File: src/core/bsps_map.svh
// Constant map for the buck startup and protection sequencer
`ifndef BSPS_MAP_SVH
`define BSPS_MAP_SVH
// -----------------------------------------------------------------
// Clock and timing
// -----------------------------------------------------------------
`define BSPS_CLK_PERIOD_NS 8
`define BSPS_CLK_KHZ       125000
`define BSPS_FSW_KHZ       600
`define BSPS_HICCUP_NS     20480000
`define BSPS_SMP_WIN_NS    30
`define BSPS_SMP_SHORT_NS  40
`define BSPS_SS_STEP_NS    1000
`define BSPS_PB_PULSES     16
`define BSPS_PB_STEPS      8
`define BSPS_ZC_CYCLES     256
// -----------------------------------------------------------------
// Soft-start ramp codes, one code is 0.4 mV
// -----------------------------------------------------------------
`define BSPS_SS_MAX        12'hea6
`define BSPS_SS_LOW        12'h177
`define BSPS_SS_HIGH       12'h753
// -----------------------------------------------------------------
// Register offsets and fields
// -----------------------------------------------------------------
`define BSPS_REG_CTRL      4'h0
`define BSPS_REG_STATUS    4'h4
`define BSPS_REG_RAMP      4'h8
`define BSPS_CTRL_RUN      0
`define BSPS_CTRL_RST      1'b1
// Strap codes
`define BSPS_STRAP_GND     2'h0
`define BSPS_STRAP_FLOAT   2'h1
`define BSPS_STRAP_VCC     2'h2
`endif

File: src/core/bsps_pkg.sv
// Types for the buck startup and protection sequencer
package bsps_pkg;
  typedef enum logic [1:0] {
    ST_OFF,
    ST_SOFT,
    ST_REG,
    ST_HICCUP
  } bsps_state_t;

  typedef struct packed {
    logic [3:0]  pb_step;
    logic        pb_done;
    logic        bias_low;
    logic        oc_flag;
    logic        por;
    bsps_state_t state;
  } bsps_status_t;
endpackage : bsps_pkg

File: src/core/bsps_top.sv
// Startup sequencing and protection logic of a synchronous buck
// -----------------------------------------------------------------
// Functional notes
// - Drivers off unless supply and enable good
// - Ready needs all inputs valid, starts soft-start
// - Turn on only above enable on threshold
// - Enable below off threshold forces shutdown
// - Low side off until first high pulse
// - Low side duty starts eighth, steps eighth
// - Each duty step lasts sixteen pulses
// - Ramp rises 0.4 mV per us to 1.5 V
// - Startup window fixed by ramp levels
// - Overcurrent and overvoltage active during soft-start
// - Strap picks one of three limits
// - Sample 30 ns, eighth period before valley
// - Short low side: sample 40 ns in
// - Sample above limit is overcurrent event
// - Overcurrent latches flag, grounds ramp 20.48 ms
// - Hiccup end clears flag, restarts soft-start
// - Hiccup retries without limit
// - Low bias at light load or while enable is off, else high
// - 256 zero crossings before low bias
// -----------------------------------------------------------------
`timescale 1ns/1ns
`default_nettype none
`include "bsps_map.svh"

module bsps_top
  import bsps_pkg::*;
#(
  parameter int PERIOD_CYC = `BSPS_CLK_KHZ / `BSPS_FSW_KHZ,
  parameter int HICCUP_CYC = `BSPS_HICCUP_NS / `BSPS_CLK_PERIOD_NS
) (
  input  wire logic        CLK_IN,          // Oscillator clock
  input  wire logic        NRST_IN,         // Async reset, low
  input  wire logic        VCC_OK_IN,       // Gate supply above lockout
  input  wire logic        EN_ABOVE_ON_IN,  // Enable above turn-on level
  input  wire logic        EN_ABOVE_OFF_IN, // Enable above shutdown level
  input  wire logic        HS_PWM_IN,       // High side demand
  input  wire logic        LS_PWM_IN,       // Low side demand
  input  wire logic        OC_COMP_IN,      // Current above limit
  input  wire logic        OV_COMP_IN,      // Output overvoltage
  input  wire logic        ZC_IN,           // Zero crossing seen
  input  wire logic [1:0]  OC_STRAP_IN,     // Limit strap state
  input  wire logic [3:0]  ADDR_IN,         // Register address
  input  wire logic [31:0] WDATA_IN,        // Write data
  input  wire logic        WR_IN,           // Write strobe
  input  wire logic        RD_IN,           // Read strobe
  output logic [31:0]      RDATA_OUT,       // Read data
  output logic             HS_DRV_OUT,      // High side gate
  output logic             LS_DRV_OUT,      // Low side gate
  output logic [11:0]      SS_RAMP_OUT,     // Ramp code
  output logic             STARTUP_OUT,     // Output startup window
  output logic             POR_OUT,         // Power on ready
  output logic             OC_FLAG_OUT,     // Latched overcurrent
  output logic             SAMPLE_OUT,      // Current sample window
  output logic [1:0]       OC_LEVEL_OUT,    // Selected limit level
  output logic             BIAS_LOW_OUT     // Low gate-drive level
);

  // -----------------------------------------------------------------
  // Derived counts
  // -----------------------------------------------------------------
  localparam int CP = `BSPS_CLK_PERIOD_NS;
  localparam int EIGHTH_CYC = PERIOD_CYC / `BSPS_PB_STEPS;
  localparam int WIN_CYC = (`BSPS_SMP_WIN_NS + CP - 1) / CP;
  localparam int SHORT_CYC = (`BSPS_SMP_SHORT_NS + CP - 1) / CP;
  localparam int SS_CYC = `BSPS_SS_STEP_NS / CP;
  localparam logic [15:0] PER_W = 16'(PERIOD_CYC);
  localparam logic [15:0] EI_W = 16'(EIGHTH_CYC);
  localparam logic [15:0] SMP_PH = 16'(PERIOD_CYC - EIGHTH_CYC);
  localparam logic [15:0] SHORT_W = 16'(SHORT_CYC);
  localparam logic [2:0] WIN_W = 3'(WIN_CYC);
  localparam logic [7:0] SS_W = 8'(SS_CYC - 1);
  localparam logic [23:0] HIC_W = 24'(HICCUP_CYC - 1);
  localparam logic [4:0] PUL_W = 5'(`BSPS_PB_PULSES);
  localparam logic [3:0] STEP_W = 4'(`BSPS_PB_STEPS);
  localparam logic [8:0] ZC_W = 9'(`BSPS_ZC_CYCLES);

  // Parameter check
  if (PERIOD_CYC < 64 || PERIOD_CYC > 65535 || HICCUP_CYC < 2
      || HICCUP_CYC > 16777215) begin : g_chk
    $error("bsps_top: period or hiccup count out of range");
  end

  // -----------------------------------------------------------------
  // State
  // -----------------------------------------------------------------
  bsps_state_t  state_r, state_nxt;
  bsps_status_t status;
  logic        en_r, run_r, strap_done_r;
  logic [1:0]  level_r;
  logic [15:0] phase_r, ls_cnt_r, hsf_ph_r;
  logic [7:0]  ss_div_r;
  logic [11:0] ramp_r;
  logic [23:0] hic_r;
  logic        oc_r, first_hs_r, pb_done_r, hs_prev_r;
  logic [4:0]  pul_r;
  logic [3:0]  step_r;
  logic [2:0]  win_r;
  logic [8:0]  zc_r;
  logic        zc_seen_r, bias_low_r;
  logic        hs_r, ls_r, smp_r, start_r, ready_r;
  logic [31:0] rdata_r;

  // -----------------------------------------------------------------
  // Decoding
  // -----------------------------------------------------------------
  // Ready needs supply, latched enable and software run
  wire por = VCC_OK_IN && en_r && run_r;
  wire active = (state_r == ST_SOFT) || (state_r == ST_REG);
  wire per_start = (phase_r == 16'h0000);
  // Overvoltage blocks the high side in soft-start and regulation
  wire hs_dem = active && HS_PWM_IN && !OV_COMP_IN;
  wire hs_rise = hs_dem && !hs_prev_r;
  wire hs_fall = !hs_dem && hs_prev_r;
  // Low side on-time limit during pre-bias stepping
  wire [15:0] ls_lim = 16'(step_r * EIGHTH_CYC);
  wire ls_ok = pb_done_r || (ls_cnt_r < ls_lim);
  // Low side stays off until the first high side pulse
  wire ls_dem = active && LS_PWM_IN && first_hs_r
                && !hs_dem && ls_ok;
  wire ls_fall = ls_r && !ls_dem;
  // Short low side on-time moves the sample point
  wire short_ls = (PER_W - hsf_ph_r) < EI_W;
  wire smp_go = ls_dem && (win_r == 3'h0) && (short_ls ?
                (ls_cnt_r == SHORT_W) : (phase_r == SMP_PH));
  wire oc_evt = active && (win_r != 3'h0) && OC_COMP_IN;
  wire ramp_tick = (ss_div_r == SS_W);
  wire hic_end = (hic_r == HIC_W);

  // Register decode
  wire wr_ctrl = WR_IN && (ADDR_IN == `BSPS_REG_CTRL);
  wire [31:0] rd_mux =
    (ADDR_IN == `BSPS_REG_CTRL)   ? {31'h0, run_r} :
    (ADDR_IN == `BSPS_REG_STATUS) ? {22'h0, status} :
    (ADDR_IN == `BSPS_REG_RAMP)   ? {20'h0, ramp_r} : 32'h0;

  // Status word
  assign status = '{pb_step: step_r, pb_done: pb_done_r,
                    bias_low: bias_low_r, oc_flag: oc_r,
                    por: por, state: state_r};

  // -----------------------------------------------------------------
  // Sequencer state machine
  // -----------------------------------------------------------------
  always_comb begin
    state_nxt = state_r;
    unique case (state_r)
      ST_OFF:    if (por) state_nxt = ST_SOFT;
      ST_SOFT:   if (oc_evt) state_nxt = ST_HICCUP;
                 else if (ramp_r == `BSPS_SS_MAX) state_nxt = ST_REG;
      ST_REG:    if (oc_evt) state_nxt = ST_HICCUP;
      ST_HICCUP: if (hic_end) state_nxt = ST_SOFT;
    endcase
    if (!por) state_nxt = ST_OFF;
  end

  always_ff @(posedge CLK_IN or negedge NRST_IN) begin
    if (!NRST_IN) state_r <= ST_OFF;
    else state_r <= state_nxt;
  end

  // Enable hysteresis between on and off thresholds
  always_ff @(posedge CLK_IN or negedge NRST_IN) begin
    if (!NRST_IN) en_r <= 1'b0;
    else if (!EN_ABOVE_OFF_IN) en_r <= 1'b0;
    else if (EN_ABOVE_ON_IN) en_r <= 1'b1;
  end

  // Software run bit
  always_ff @(posedge CLK_IN or negedge NRST_IN) begin
    if (!NRST_IN) run_r <= `BSPS_CTRL_RST;
    else if (wr_ctrl) run_r <= WDATA_IN[`BSPS_CTRL_RUN];
  end

  // Strap captured once after reset release
  always_ff @(posedge CLK_IN or negedge NRST_IN) begin
    if (!NRST_IN) begin
      strap_done_r <= 1'b0;
      level_r      <= `BSPS_STRAP_FLOAT;
    end else if (!strap_done_r) begin
      strap_done_r <= 1'b1;
      level_r      <= (OC_STRAP_IN == `BSPS_STRAP_VCC) ? `BSPS_STRAP_VCC :
                      (OC_STRAP_IN == `BSPS_STRAP_GND) ? `BSPS_STRAP_GND :
                      `BSPS_STRAP_FLOAT;
    end
  end

  // -----------------------------------------------------------------
  // Switching period and soft-start ramp
  // -----------------------------------------------------------------
  // Period phase counter, held clear without ready and restarted at
  // each high side rise so the sample point tracks the valley
  always_ff @(posedge CLK_IN or negedge NRST_IN) begin
    if (!NRST_IN) phase_r <= 16'h0000;
    else if (!por || hs_rise || phase_r == PER_W - 16'h0001) phase_r <= 16'h0000;
    else phase_r <= phase_r + 16'h0001;
  end

  // One code per microsecond while soft-starting
  always_ff @(posedge CLK_IN or negedge NRST_IN) begin
    if (!NRST_IN) begin
      ss_div_r <= 8'h00;
      ramp_r   <= 12'h000;
    end else if (state_nxt == ST_HICCUP || state_nxt == ST_OFF) begin
      // Grounded on the same edge that latches the flag
      ss_div_r <= 8'h00;
      ramp_r   <= 12'h000;
    end else if (state_r != ST_SOFT) begin
      ss_div_r <= 8'h00;
      ramp_r   <= (state_r == ST_REG) ? ramp_r : 12'h000;
    end else begin
      ss_div_r <= ramp_tick ? 8'h00 : ss_div_r + 8'h01;
      if (ramp_tick && ramp_r != `BSPS_SS_MAX)
        ramp_r <= ramp_r + 12'h001;
    end
  end

  // Hiccup timer and latched overcurrent flag
  always_ff @(posedge CLK_IN or negedge NRST_IN) begin
    if (!NRST_IN) begin
      hic_r <= 24'h000000;
      oc_r  <= 1'b0;
    end else if (!por) begin
      hic_r <= 24'h000000;
      oc_r  <= 1'b0;
    end else begin
      hic_r <= (state_r == ST_HICCUP && !hic_end) ? hic_r + 24'h000001 : 24'h000000;
      if (oc_evt) oc_r <= 1'b1;
      else if (state_r == ST_HICCUP && hic_end) oc_r <= 1'b0;
    end
  end

  // -----------------------------------------------------------------
  // Pre-bias low side stepping
  // -----------------------------------------------------------------
  always_ff @(posedge CLK_IN or negedge NRST_IN) begin
    if (!NRST_IN) begin
      hs_prev_r  <= 1'b0;
      first_hs_r <= 1'b0;
      pb_done_r  <= 1'b0;
      pul_r      <= 5'h00;
      step_r     <= 4'h1;
      ls_cnt_r   <= 16'h0000;
      hsf_ph_r   <= 16'h0000;
    end else if (!active) begin
      hs_prev_r  <= 1'b0;
      first_hs_r <= 1'b0;
      pb_done_r  <= 1'b0;
      pul_r      <= 5'h00;
      step_r     <= 4'h1;
      ls_cnt_r   <= 16'h0000;
    end else begin
      hs_prev_r <= hs_dem;
      if (hs_rise) first_hs_r <= 1'b1;
      // Low side timer runs from high side fall
      if (hs_dem) ls_cnt_r <= 16'h0000;
      else if (ls_cnt_r != 16'hffff) ls_cnt_r <= ls_cnt_r + 16'h0001;
      if (hs_fall) hsf_ph_r <= phase_r;
      // Sixteen pulses per step, eight steps
      if (hs_rise && first_hs_r && !pb_done_r) begin
        if (pul_r == PUL_W - 5'h01) begin
          pul_r <= 5'h00;
          if (step_r == STEP_W) pb_done_r <= 1'b1;
          else step_r <= step_r + 4'h1;
        end else begin
          pul_r <= pul_r + 5'h01;
        end
      end
    end
  end

  // Sample window countdown
  always_ff @(posedge CLK_IN or negedge NRST_IN) begin
    if (!NRST_IN) win_r <= 3'h0;
    else if (!active) win_r <= 3'h0;
    else if (smp_go) win_r <= WIN_W;
    else if (win_r != 3'h0) win_r <= win_r - 3'h1;
  end

  // -----------------------------------------------------------------
  // Gate-drive bias level selection
  // -----------------------------------------------------------------
  always_ff @(posedge CLK_IN or negedge NRST_IN) begin
    if (!NRST_IN) begin
      zc_r       <= 9'h000;
      zc_seen_r  <= 1'b0;
      bias_low_r <= 1'b0;
    end else if (!active) begin
      zc_r       <= 9'h000;
      zc_seen_r  <= 1'b0;
      bias_low_r <= !en_r;
    end else begin
      if (per_start) begin
        zc_seen_r <= 1'b0;
        if (!zc_seen_r) begin
          zc_r       <= 9'h000;
          bias_low_r <= 1'b0;
        end else if (zc_r != ZC_W - 9'h001) begin
          // The qualifying period after 255 counted ones is the 256th
          zc_r <= zc_r + 9'h001;
        end else begin
          bias_low_r <= 1'b1;
        end
      end else if (ls_fall && ZC_IN) begin
        zc_seen_r <= 1'b1;
      end
    end
  end

  // -----------------------------------------------------------------
  // Registered outputs
  // -----------------------------------------------------------------
  always_ff @(posedge CLK_IN or negedge NRST_IN) begin
    if (!NRST_IN) begin
      hs_r    <= 1'b0;
      ls_r    <= 1'b0;
      smp_r   <= 1'b0;
      start_r <= 1'b0;
      ready_r <= 1'b0;
      rdata_r <= 32'h0;
    end else begin
      hs_r    <= por && hs_dem;
      ls_r    <= por && ls_dem;
      smp_r   <= smp_go || (win_r > 3'h1);
      ready_r <= (state_nxt != ST_OFF);
      // Window closes on the edge that leaves soft-start
      start_r <= (state_r == ST_SOFT) && (state_nxt == ST_SOFT)
                 && (ramp_r >= `BSPS_SS_LOW) && (ramp_r < `BSPS_SS_HIGH);
      rdata_r <= RD_IN ? rd_mux : 32'h0;
    end
  end

  assign HS_DRV_OUT   = hs_r;
  assign LS_DRV_OUT   = ls_r;
  assign SS_RAMP_OUT  = ramp_r;
  assign STARTUP_OUT  = start_r;
  assign POR_OUT      = ready_r;
  assign OC_FLAG_OUT  = oc_r;
  assign SAMPLE_OUT   = smp_r;
  assign OC_LEVEL_OUT = level_r;
  assign BIAS_LOW_OUT = bias_low_r;
  assign RDATA_OUT    = rdata_r;

endmodule : bsps_top
`default_nettype wire

File: config.mk
export PLATFORM = sky130hd
export DESIGN_NAME = bsps_top
export DESIGN_NICKNAME = d
export VERILOG_FILES = /design/src/core/bsps_pkg.sv /design/src/core/bsps_top.sv
export VERILOG_INCLUDE_DIRS = /design/src /design/src/core
export SDC_FILE = /design/constraint.sdc
export NUM_CORES = 1
export LEC_CHECK = 0
export ABC_AREA = 0
export BUFFER_PORTS_ARGS = -buffer_cell sky130_fd_sc_hd__buf_2
export CAP_MARGIN = 20
export CORE_MARGIN = 2
export CORE_UTILIZATION = 45
export CTS_BUF_LIST = sky130_fd_sc_hd__clkbuf_16
export CTS_CLUSTER_DIAMETER = 100
export DETAILED_ROUTE_END_ITERATION = 10
export MAX_ROUTING_LAYER = met4
export PLACE_DENSITY = 0.66
export SETUP_SLACK_MARGIN = 0.4
export SKIP_CTS_REPAIR_TIMING = 1
export SYNTH_ARGS = -nofsm -noshare
export SYNTH_HDL_FRONTEND = slang
export SYNTH_SLANG_ARGS = --single-unit
File: constraint.sdc
create_clock -name CLK_IN -period 3.6 [get_ports CLK_IN]
set_input_delay 0.36 -clock CLK_IN [delete_from_list [all_inputs] [get_ports CLK_IN]]
set_output_delay 0.36 -clock CLK_IN [all_outputs]
set_load 0.1 [all_outputs]
Word-level counts from Yosys, hierarchy flattened. Cells that the tools add are included.

$add $sub $neg: 10. Multipliers: 1. $lt $le $gt $ge: 5. Equality and inequality tests: 34. Muxes and demuxes: 59. Reductions and logical operators: 56.

Operator list (count): 2-to-1 mux 12 bit (8); 2-to-1 mux 16 bit (4); 2-to-1 mux 24 bit (2); 2-to-1 mux 9 bit (4); adder 16 x 1 -> 16 bit, second input constant (2); == test 16 x 8 -> 1 bit, second input constant (2); logical AND 1 bit (27); adder 24 x 1 -> 24 bit, second input constant (1); == test 24 x 22 -> 1 bit, second input constant (1); 2-to-1 mux 8 bit (3); 2-to-1 mux 1 bit (21); == test 16 x 3 -> 1 bit, second input constant (1); logical NOT 16 bit (1); < comparator 16 x 5 -> 1 bit, second input constant (1); < comparator 16 x 9 -> 1 bit (1); 2-to-1 mux 4 bit (4); inequality test 16 bit, second input constant (1); subtractor 8 x 16 -> 16 bit, first input constant (1); 2-to-1 mux 5 bit (3); adder 12 x 1 -> 12 bit, second input constant (1); == test 12 bit, second input constant (1); greater-or-equal comparator 12 x 9 -> 1 bit, second input constant (1); < comparator 12 x 11 -> 1 bit, second input constant (1); 2-to-1 mux 2 bit (6); 31 further kinds (67).

Register bits: 143. Input bits: 50. Output and inout port bits: 53. Logic and storage cells: 192.

Longest topological paths before layout. Gate-level depths: netlist of the first run.

Depth after elaboration: 13. Depth in mapped cells: 15.

Worst setup path before layout of the first run. Ideal clock, no wire load.

Kind: register -> register. From: register ramp_r[1] (netlist: SS_RAMP_OUT[1]). To: register ramp_r[8] (netlist: SS_RAMP_OUT[8]). Setup time: 0.074 ns. Arrival: 3.692 ns. Path slack: -0.166 ns. Cell stages (with the launch flop): 14. Path buffers: 0. Cells stage by stage: dfrtp_1 > ha_1 > nand4_1 > nor4_1 > o21ai_0 > nand2_1 > a21oi_1 > or3_1 > ha_1 > o311a_1 > nor3b_1 > nand3_1 > xor2_1 > nor2_1.

Longest elaborated chain between the ends: 9. Elaborated cells on any way between the ends: 17. Those cells by class: 1 x add/sub; 4 x eq/ne; 7 x mux; 5 x reduce/logical.

Ends and longest elaborated chain: start, declared (line bsps_top.sv:95) `logic [11:0] ramp_r;`; start signal, assigned (line bsps_top.sv:212) `ramp_r <= (state_r == ST_REG) ? ramp_r : 12'h000;`; start signal, assigned (line bsps_top.sv:216) `ramp_r <= ramp_r + 12'h001;`; == test 12 bit (no source line); 2-to-1 mux 2 bit (line bsps_top.sv:152) `` else if (ramp_r == `BSPS_SS_MAX) state_nxt = ST_REG; ``; 2-to-1 mux 2 bit (line bsps_top.sv:151) `ST_SOFT: if (oc_evt) state_nxt = ST_HICCUP;`; case mux 2 bit (4 select lines) (line bsps_top.sv:149) `unique case (state_r)`; 2-to-1 mux 2 bit (line bsps_top.sv:156) `if (!por) state_nxt = ST_OFF;`; == test 2 bit or logical NOT 2 bit (tied branches) (line bsps_top.sv:206) `end else if (state_nxt == ST_HICCUP || state_nxt == ST_OFF) begin`; logical OR 1 bit (line bsps_top.sv:206); inequality test 3 bit (no source line) or nonzero test 3 bit (tied branches); AND reduction 2 bit (no source line).

Several ways; a longest one is shown, not always the timed one. The select of a mux whose other input is x is not followed. A chain may end at the register's enable or synchronous reset.

Worst setup path in the final report of the first run.
From: register step_r[0]. To: register smp_r (netlist: SAMPLE_OUT).

Longest elaborated chain between the ends: 7.

Ends and longest elaborated chain: start, declared (line bsps_top.sv:99) `logic [3:0] step_r;`; start signal, assigned (line bsps_top.sv:266) `else step_r <= step_r + 4'h1;`; multiplier 4 x 4 -> 8 bit (line bsps_top.sv:118) `wire [15:0] ls_lim = 16'(step_r * EIGHTH_CYC);`; < comparator 16 x 9 -> 1 bit (line bsps_top.sv:119) `wire ls_ok = pb_done_r || (ls_cnt_r < ls_lim);`; logical OR 1 bit (line bsps_top.sv:119); logical AND 1 bit (line bsps_top.sv:122) `&& !hs_dem && ls_ok;`; logical AND 1 bit (2 in series) (line bsps_top.sv:126) `wire smp_go = ls_dem && (win_r == 3'h0) && (short_ls ?`; logical OR 1 bit (line bsps_top.sv:326) `smp_r <= smp_go || (win_r > 3'h1);`; end signal, assigned (line bsps_top.sv:326); end, declared (line bsps_top.sv:103) `logic hs_r, ls_r, smp_r, start_r, ready_r;`.

No other way between the ends.

==> results.cfg, run 1 <==
[run_status]
outcome = finished with violations
violations = hold timing

[synthesis]
synth_compound_area_frac = 0.0868
synth_area_leaders = dfrtp_1, ha_1, xor2_1, nor2_1, xnor2_1
yosys.area_share.simple = 0.219
synth_cells = 805
synth_xor_area_frac = 0.0849
synthAdderAreaFrac = 0.0728
ys_seq_elements = 143
synthMuxAreaShare = 0.0297
synthesis.area_mm2 = 0.00784
synth_edf_count = 0
syn_avg_cell_area_um2 = 9.74
yosys.area.top_type = dfrtp_1
ys_types = 66
ys_warn_count = 0
ys_seq_area_frac = 0.457
synth_top_family_by_area = simple AND/OR/NAND/NOR gates
yosys_most_used_dff = dfrtp_1
ys_async_sr_fraction = 1.00
synth_top_area_share = 0.447

[sta]
setup_viol = 0
holdWs_ns = -0.00405
slew_headroom = 0.295
tightest_slew_ns = 1.06
skew_ns = 0.00851
drv_slew = 0
timing.final.crit_share = 0.909
fmax_ghz = 0.306
rsz0062_at_grt = true
fin_crit_ns = 3.27
setup_tns_ns = 0
finalHoldViolCount = 1

[clocking]
clkSinkCount = 143
cts_tree = yes
clk_pin_slew_ns = 0.06
cts_max_level = 4
clockRootBuffer = clkbuf_16
clockBufferDepth = 2
clk_latency_ns = 0.42
cts_inserted_buffers = 17

[layout]
antenna_cells = 0
drive_gt1_frac = 0.186
fill_cells = 1525
stdcell_area_mm2 = 0.00911
regArea_mm2 = 0.00360
layout_commonest_cell = dfrtp_1
multiInputGateArea_mm2 = 0.00414
area_growth_pct = 16.2
fin_cells = 1103
nNetsFinal = 960
layout_common_cells = dfrtp_1, nor2_1, nand2_1, buf_2, xor2_1

[die]
rows = 48
die_w_um = 136
start_util = 0.457
die_y_um = 136
boundaryPins = 103
core_area_mm2 = 0.0172
dieArea_mm2 = 0.0185

[global_route]
use_met3 = 0.0459
grt_use_met2 = 0.272
grt_start_max_net_pins = 96
grt_overflow = 0
busiest_layer = met2
groute.usage.overall = 0.187
antenna_found_initial = 0
grt_pass1_wl_um = 26600
grt_pass1_vias = 5392
grt_use_met1 = 0.255

[placed_design]
gp_congestion = 0.812
dp_cells = 1066
numPortBuffers = 51
placed_area_mm2 = 0.00834
place_hpwl_um = 11200

[worst_setup_path]
critPathArrivalTime_ns = 3.58
crit_type = flop to flop
cp_slowest_cell = dfstp_2
crit_path_cell_trace = inv_2 > ha_4 > ha_4 > ha_4 > fa_2 > a21o_1 > a21oi_2 > xor2_1 > ha_2 > inv_2 > a31oi_4 > nor4b_4 > o211ai_1 > mux2i_1 > buf_4 > a211o_1
crit_required_ns = 3.90
crit_path_frequent_cell = ha_4
critPathMaxStageDelay_ns = 0.53
setup.worst_path.end_class = flop
crit_fanout = 4
worstSetupStartpointType = flop

[power]
p_sw_mw = 0.934
p_comb_frac = 0.076
sequentialPowerShare = 0.451
internal_power_mw = 2.69
leakage_nw = 4.09
powerDensity_mw_per_mm2 = 398
power_switching_share = 0.257
power_mw = 3.63
power_frac_clock = 0.473
peakVddDrop_uv = 353

[drt]
wirelength_um = 16300
vias_per_cell = 5.29
route.detailed.drc = 0
drtIter0Drc = 303
vias = 5833
drt-pass1-iter-count = 4
drtAntennaViolNets = 0
wl_per_cell_um = 14.7

[run]
cap_violations = 0

[hold_path]
hp-class = input port to async pin
==> routing by layer <==
layer | up-vias | wire length [um]
met2 | 57 | 7650
met3 | 13 | 373
met5 | - | 0
li1 | 2903 | -
met1 | 2860 | 8050
met4 | 0 | 186
==> state kept, by name, summed over array words and instances (netlist names), 2 cells and up <==
| register | cells |
|---|---|
| phase_r | 16 |
| hic_r | 24 |
| SS_RAMP_OUT | 12 |
| hsf_ph_r | 16 |
| step_r | 4 |
| win_r | 3 |
| ls_cnt_r | 16 |
| zc_r | 9 |
| RDATA_OUT | 12 |
| state_r | 2 |
| ss_div_r | 8 |
| OC_LEVEL_OUT | 2 |
| pul_r | 5 |
==> worst paths after layout <==
check | startpoint | endpoint | slack, ns | cells after the start
hold reg to reg | phase_r[0] | phase_r[0] | 0.48 | 1
hold / removal | NRST_IN | ls_cnt_r[11] | -0.004 | 1
setup / recovery | step_r[0] | SAMPLE_OUT | 0.33 | 16
setup reg to reg | step_r[0] | SAMPLE_OUT | 0.33 | 16
min in group CLK_IN | EN_ABOVE_ON_IN | en_r | 0.15 | 2
max in group asynchronous | NRST_IN | hic_r[1] | 2.84 | 2
==> final cells by class <==
cell class              instances  area share
clock inverters                15      0.0162
well taps                     225      0.0309
multi-input cells             601       0.455
repair buffers                 63      0.0400
inverters                      39      0.0161
flip-flops and latches        143       0.395
clock buffers                  17      0.0467
==> critical path: cells and delay by family (launching register included) <==
family | cells | cell delay [ns]
AO/OA/AOI/OAI | 5 | 0.84
XOR/XNOR | 1 | 0.17
adder cells (fa/ha/maj) | 5 | 1.19
buffers and inverters | 3 | 0.25
flip-flops | 1 | 0.53
multiplexers | 1 | 0.11
AND/OR/NAND/NOR | 1 | 0.08
==> cells in the mapped netlist (all sizes together), types with 5 or more instances <==
master and number:
a21oi 20, a22oi 12, a31oi 5, and2 7
and3 18, and4 5, buf 22, clkbuf 19
dfrtp 140, ha 44, inv 39, mux2 18
nand2 52, nand2b 7, nand3 47, nand3b 5
nand4 16, nor2 110, nor2b 8, nor3 19
nor4 15, nor4b 6, o211ai 6, o21ai 19
o31ai 5, or3 6, xnor2 27, xor2 49
==> kinds of logic after synthesis <==
logic type	after synthesis
simple gates	337
flops	143
compound gates	101
buf+inv	80
xor+xnor	76
fa+ha+maj	45
mux	21
other cells	2
==> per-stage QoR <==
stage	setup WS [ns]	utilization
after floorplan	0.299	-
after global placement	0.228	0.485
after detailed placement	0.149	0.485
after CTS	0.137	0.519
after global routing	0.154	0.531
final	0.328	0.531
==> power by group through the flow <==
stage                     Clock (mW)  Sequential [mW]  Combinational [mW]
final                           1.71             1.64               0.277
after global routing            1.82             1.64               0.300
after CTS                       1.75             1.63               0.264
after detailed placement           0             1.66               0.263
after global placement             0             1.66               0.261
after floorplan                    0             1.69               0.171
No activity file was read; power rests on OpenSTA's default activity.
==> inputs of run 2 (changes only) <==
Settings changed: CORE_UTILIZATION 45 to 53, PLACE_DENSITY 0.66 to 0.76, SETUP_SLACK_MARGIN 0.4 to unset.
==> results.cfg, run 2 (synthesized netlist as in run 1, its figures left out) <==
[run_status]
outcome = finished clean

[layout]
largest_reg_flops = 24
layout_common_cells = dfrtp_1, nor2_1, nand2_1, buf_2, xor2_1
drive_gt1_frac = 0.159
regMostFlops = hic_r
layout_commonest_cell = dfrtp_1
antenna_cells = 0
stdcell_area_mm2 = 0.00894
nNetsFinal = 961
area_growth_pct = 14.0

[sta]
skew_ns = 0.0137
fmax_ghz = 0.289
finalHoldViolCount = 0
fin_crit_ns = 3.46
timing.final.crit_share = 0.961
slew_headroom = 0.375
tightest_slew_ns = 0.934
finalWorstSetupSlack_ns = 0.142
drv_slew = 0
setup_viol = 0

[clocking]
clkSinkCount = 143
clk_latency_ns = 0.43
cts_inserted_buffers = 17
clockBufferDepth = 2
cts_tree = yes
cts_max_level = 4
clockRootBuffer = clkbuf_16
clk_pin_slew_ns = 0.06

[worst_setup_path]
crit_fanout = 3
r2r_cells = 15
ff2ff_setup_slack_ns = 0.14
worstReg2RegStart = step_r[0]
critPathArrivalTime_ns = 3.75
crit_type = flop to flop
critPathMaxStageDelay_ns = 0.53
crit_required_ns = 3.89
path_buf_inv = 2
r2r-end = zc_seen_r
cp_slowest_cell = dfstp_2
crit_path_cell_trace = inv_1 > ha_1 > ha_4 > ha_4 > fa_2 > a21o_1 > a21oi_2 > xor2_1 > ha_1 > inv_1 > a31oi_1 > nor4b_2 > o21ai_0 > a31oi_1 > nor3_1
crit_family = adder cells
setup.worst_path.end_class = flop
worstSetupStartpointType = flop

[placed_design]
placed_area_mm2 = 0.00826
numPortBuffers = 51
place_hpwl_um = 11100
place_ws_ns = 0.00452
gp_congestion = 0.867

[die]
die_w_um = 126
rows = 44
core_area_mm2 = 0.0145
dieArea_mm2 = 0.0158
die_y_um = 126
boundaryPins = 103
start_util = 0.542

[drt]
vias = 5976
drtIter0Drc = 436
drtAntennaViolNets = 0
drt-pass1-iter-count = 5
wirelength_um = 16300
route.detailed.drc = 0
vias_per_cell = 5.63
wl_per_cell_um = 15.4

[power]
powerDensity_mw_per_mm2 = 419
leakage_nw = 4.11
peakVddDrop_uv = 332

[global_route]
grt_overflow = 0
antenna_found_initial = 0
grt_start_max_net_pins = 102
grt_pass1_vias = 5611
grt_pass1_wl_um = 27200
groute.usage.overall = 0.218

[run]
cap_violations = 0

[hold_path]
hp-class = input port to async pin
==> run 2: cell count changes in the layout (fill, tap and decap cells not counted), moves of 2 or more <==
cell and change:
ha_1 +6, ha_4 -4, clkinv_4 -2, buf_4 +2, dfrtp_2 -5, dfrtp_4 -3, ha_2 -2, dfrtp_1 +8
clkinv_2 +2, bufinv_16 +2, inv_2 -3
==> run 2: through the flow <==
step	cells	util	power, mW	hold slack [ns]	setup TNS (ns)
detailed placement	1030	0.571	1.93	0.474	0
CTS	1061	0.613	3.77	0.0689	-0.309
finish	1062	0.617	3.74	0.00547	0
global placement	1030	0.571	1.92	0.467	0
global route	1062	0.617	3.86	0.109	-0.0955
floorplan	824	-	1.86	0.0644	0
==> run 2: worst max path at each step <==
stage	cells past startpoint	endpoint	startpoint	slack (ns)
2_1_floorplan	12	SS_RAMP_OUT[8]	SS_RAMP_OUT[7]	0.03
3_3_place_gp	16	win_r[2]	step_r[0]	0.06
3_5_place_dp	16	win_r[2]	step_r[0]	0.005
4_1_cts	15	zc_seen_r	step_r[0]	-0.09
5_1_grt	16	win_r[2]	step_r[0]	-0.04
6_report	15	zc_seen_r	step_r[0]	0.14
==> run 2: area by class of cell <==
class	count	area [um2]
Sequential cell	143	3590
Clock inverter	14	191
Inverter	39	146
Fill cell	1185	5540
Tap cell	184	230
Multi-Input combinational cell	601	4000
Clock buffer	17	425
Timing Repair Buffer	64	359
==> run 2: power by group <==
group,internal [mW],total [mW],switching [mW]
clock,1.16,1.84,0.687
sequential,1.62,1.64,0.0135
combinational,0.0470,0.263,0.216
total,2.83,3.74,0.917
==> run 2: layer usage <==
layer,part of all wire,global-route usage,vias up
li1,-,-,2894
met1,0.46,0.288,2915
met2,0.48,0.336,139
met3,0.042,0.0442,28
met4,0.018,0.0778,0
met5,0,-,-
==> inputs of run 3 (changes only) <==
Settings changed: GPL_TIMING_DRIVEN set to 0.
==> results.cfg, run 3 (synthesized netlist as in run 1, its figures left out) <==
[placed_design]
dp_cells = 1061
gp_congestion = 0.854
place_hpwl_um = 11300
place_ws_ns = -0.345
numPortBuffers = 51

[worst_setup_path]
worstSetupStartpointType = flop
crit_fanout = 4
crit_path_cell_trace = inv_2 > ha_4 > ha_4 > ha_4 > fa_2 > a21o_1 > a21oi_2 > xor2_1 > ha_2 > inv_2 > a31oi_4 > nor4b_4 > o211ai_1 > mux2i_2 > a211o_1
crit_type = flop to flop
crit_path_frequent_cell = ha_4
crit_required_ns = 3.94
critPathMaxStageDelay_ns = 0.58
cp_slowest_cell = dfstp_2
setup.worst_path.end_class = flop
critPathArrivalTime_ns = 3.87

[clocking]
clkSinkCount = 143
cts_inserted_buffers = 17
clk_latency_ns = 0.42
clockRootBuffer = clkbuf_16
cts_max_level = 4
clockBufferDepth = 2
cts_tree = yes
clk_pin_slew_ns = 0.06

[drt]
wl_per_cell_um = 15.0
vias_per_cell = 5.56
drtAntennaViolNets = 0
drtIter0Drc = 351
drt-pass1-iter-count = 5
wirelength_um = 16400
vias = 6101
route.detailed.drc = 0

[sta]
fin_crit_ns = 3.53
finalHoldViolCount = 0
setup_tns_ns = 0
finalWorstSetupSlack_ns = 0.0749
timing.final.crit_share = 0.979
slew_headroom = 0.465
rsz0062_at_grt = true
fmax_ghz = 0.284
tightest_slew_ns = 0.793
drv_slew = 0
holdWs_ns = 0.143
setup_viol = 0
skew_ns = 0.00876

[layout]
regMostFlops = hic_r
layout_commonest_cell = dfrtp_1
area_growth_pct = 16.5
layout_common_cells = dfrtp_1, nor2_1, nand2_1, buf_2, xor2_1
antenna_cells = 0
fin_cells = 1098
largest_reg_flops = 24
nNetsFinal = 996
drive_gt1_frac = 0.174

[power]
leakage_nw = 4.21
peakVddDrop_uv = 326
powerDensity_mw_per_mm2 = 386

[hold_path]
hp-class = input port to flop

[run_status]
outcome = finished clean

[die]
boundaryPins = 103
die_y_um = 126
core_area_mm2 = 0.0145
start_util = 0.542
die_w_um = 126
dieArea_mm2 = 0.0158
rows = 44

[global_route]
grt_pass1_wl_um = 27500
grt_overflow = 0
antenna_found_initial = 0
grt_pass1_vias = 5827
grt_start_max_net_pins = 97
groute.usage.overall = 0.219

[run]
cap_violations = 0
run 3: changes by cell type in the layout (fill, tap and decap cells not counted), sizes merged:
| cell | before | now |
|---|---|---|
| buf | 64 | 78 |
| inv | 41 | 45 |
| bufinv | 4 | 1 |
| clkdlybuf4s18 | 0 | 1 |
| clkbuf | 17 | 36 |
| dlygate4sd3 | 0 | 1 |
run 3: worst paths after layout:
check                                     start         endpoint  slack [ns]  cells past startpoint
min in group asynchronous               NRST_IN      ls_cnt_r[2]        0.43                      2
worst min register to register  OC_LEVEL_OUT[1]  OC_LEVEL_OUT[1]        0.48                      2
worst min-delay path             EN_ABOVE_ON_IN             en_r        0.14                      2
max in group asynchronous               NRST_IN  OC_LEVEL_OUT[0]        2.33                      3
worst max register to register        step_r[0]       SAMPLE_OUT        0.07                     15
worst max-delay path                  step_r[0]       SAMPLE_OUT        0.07                     15
run 3: critical path: cells and delay by family, from the launching register on:
family	cells	cell delay (ns)
AO/OA/AOI/OAI	5	0.81
XOR/XNOR	1	0.08
adder cells (fa/ha/maj)	5	1.21
buffers and inverters	2	0.13
flip-flops	1	0.58
multiplexers	1	0.32
AND/OR/NAND/NOR	1	0.31
run 3: layer usage:
layer  up-vias  track usage  share of wire
met5         -            -              0
met4         0       0.0935          0.024
met3        32       0.0425          0.040
met2       118        0.334           0.48
met1      2970        0.289           0.46
li1       2981            -              -
run 3: final cells by class:
type	count	area, um2
repair buffers	58	339
inverters	39	146
fillers	1200	5350
flip-flops and latches	143	3590
well taps	184	230
multi-input cells	601	4060
plain buffers	41	239
clock buffers	17	425
clock inverters	15	109
run 3: power breakdown:
| part | internal, mW | total (mW) | leakage, nW | switching [mW] |
|---|---|---|---|---|
| Clock | 0.932 | 1.59 | 0.277 | 0.660 |
| Sequential | 1.62 | 1.64 | 1.97 | 0.0143 |
| Combinational | 0.0677 | 0.291 | 1.96 | 0.223 |
run 3: metrics by stage:
step           total power [mW]  utilization  area, um2
6_report                   3.52        0.631       9130
5_1_grt                    3.65        0.631       9130
4_1_cts                    3.53        0.620       8980
3_5_place_dp               1.95        0.583       8450
3_3_place_gp               1.94        0.580       8400
2_1_floorplan              1.86            -       7920
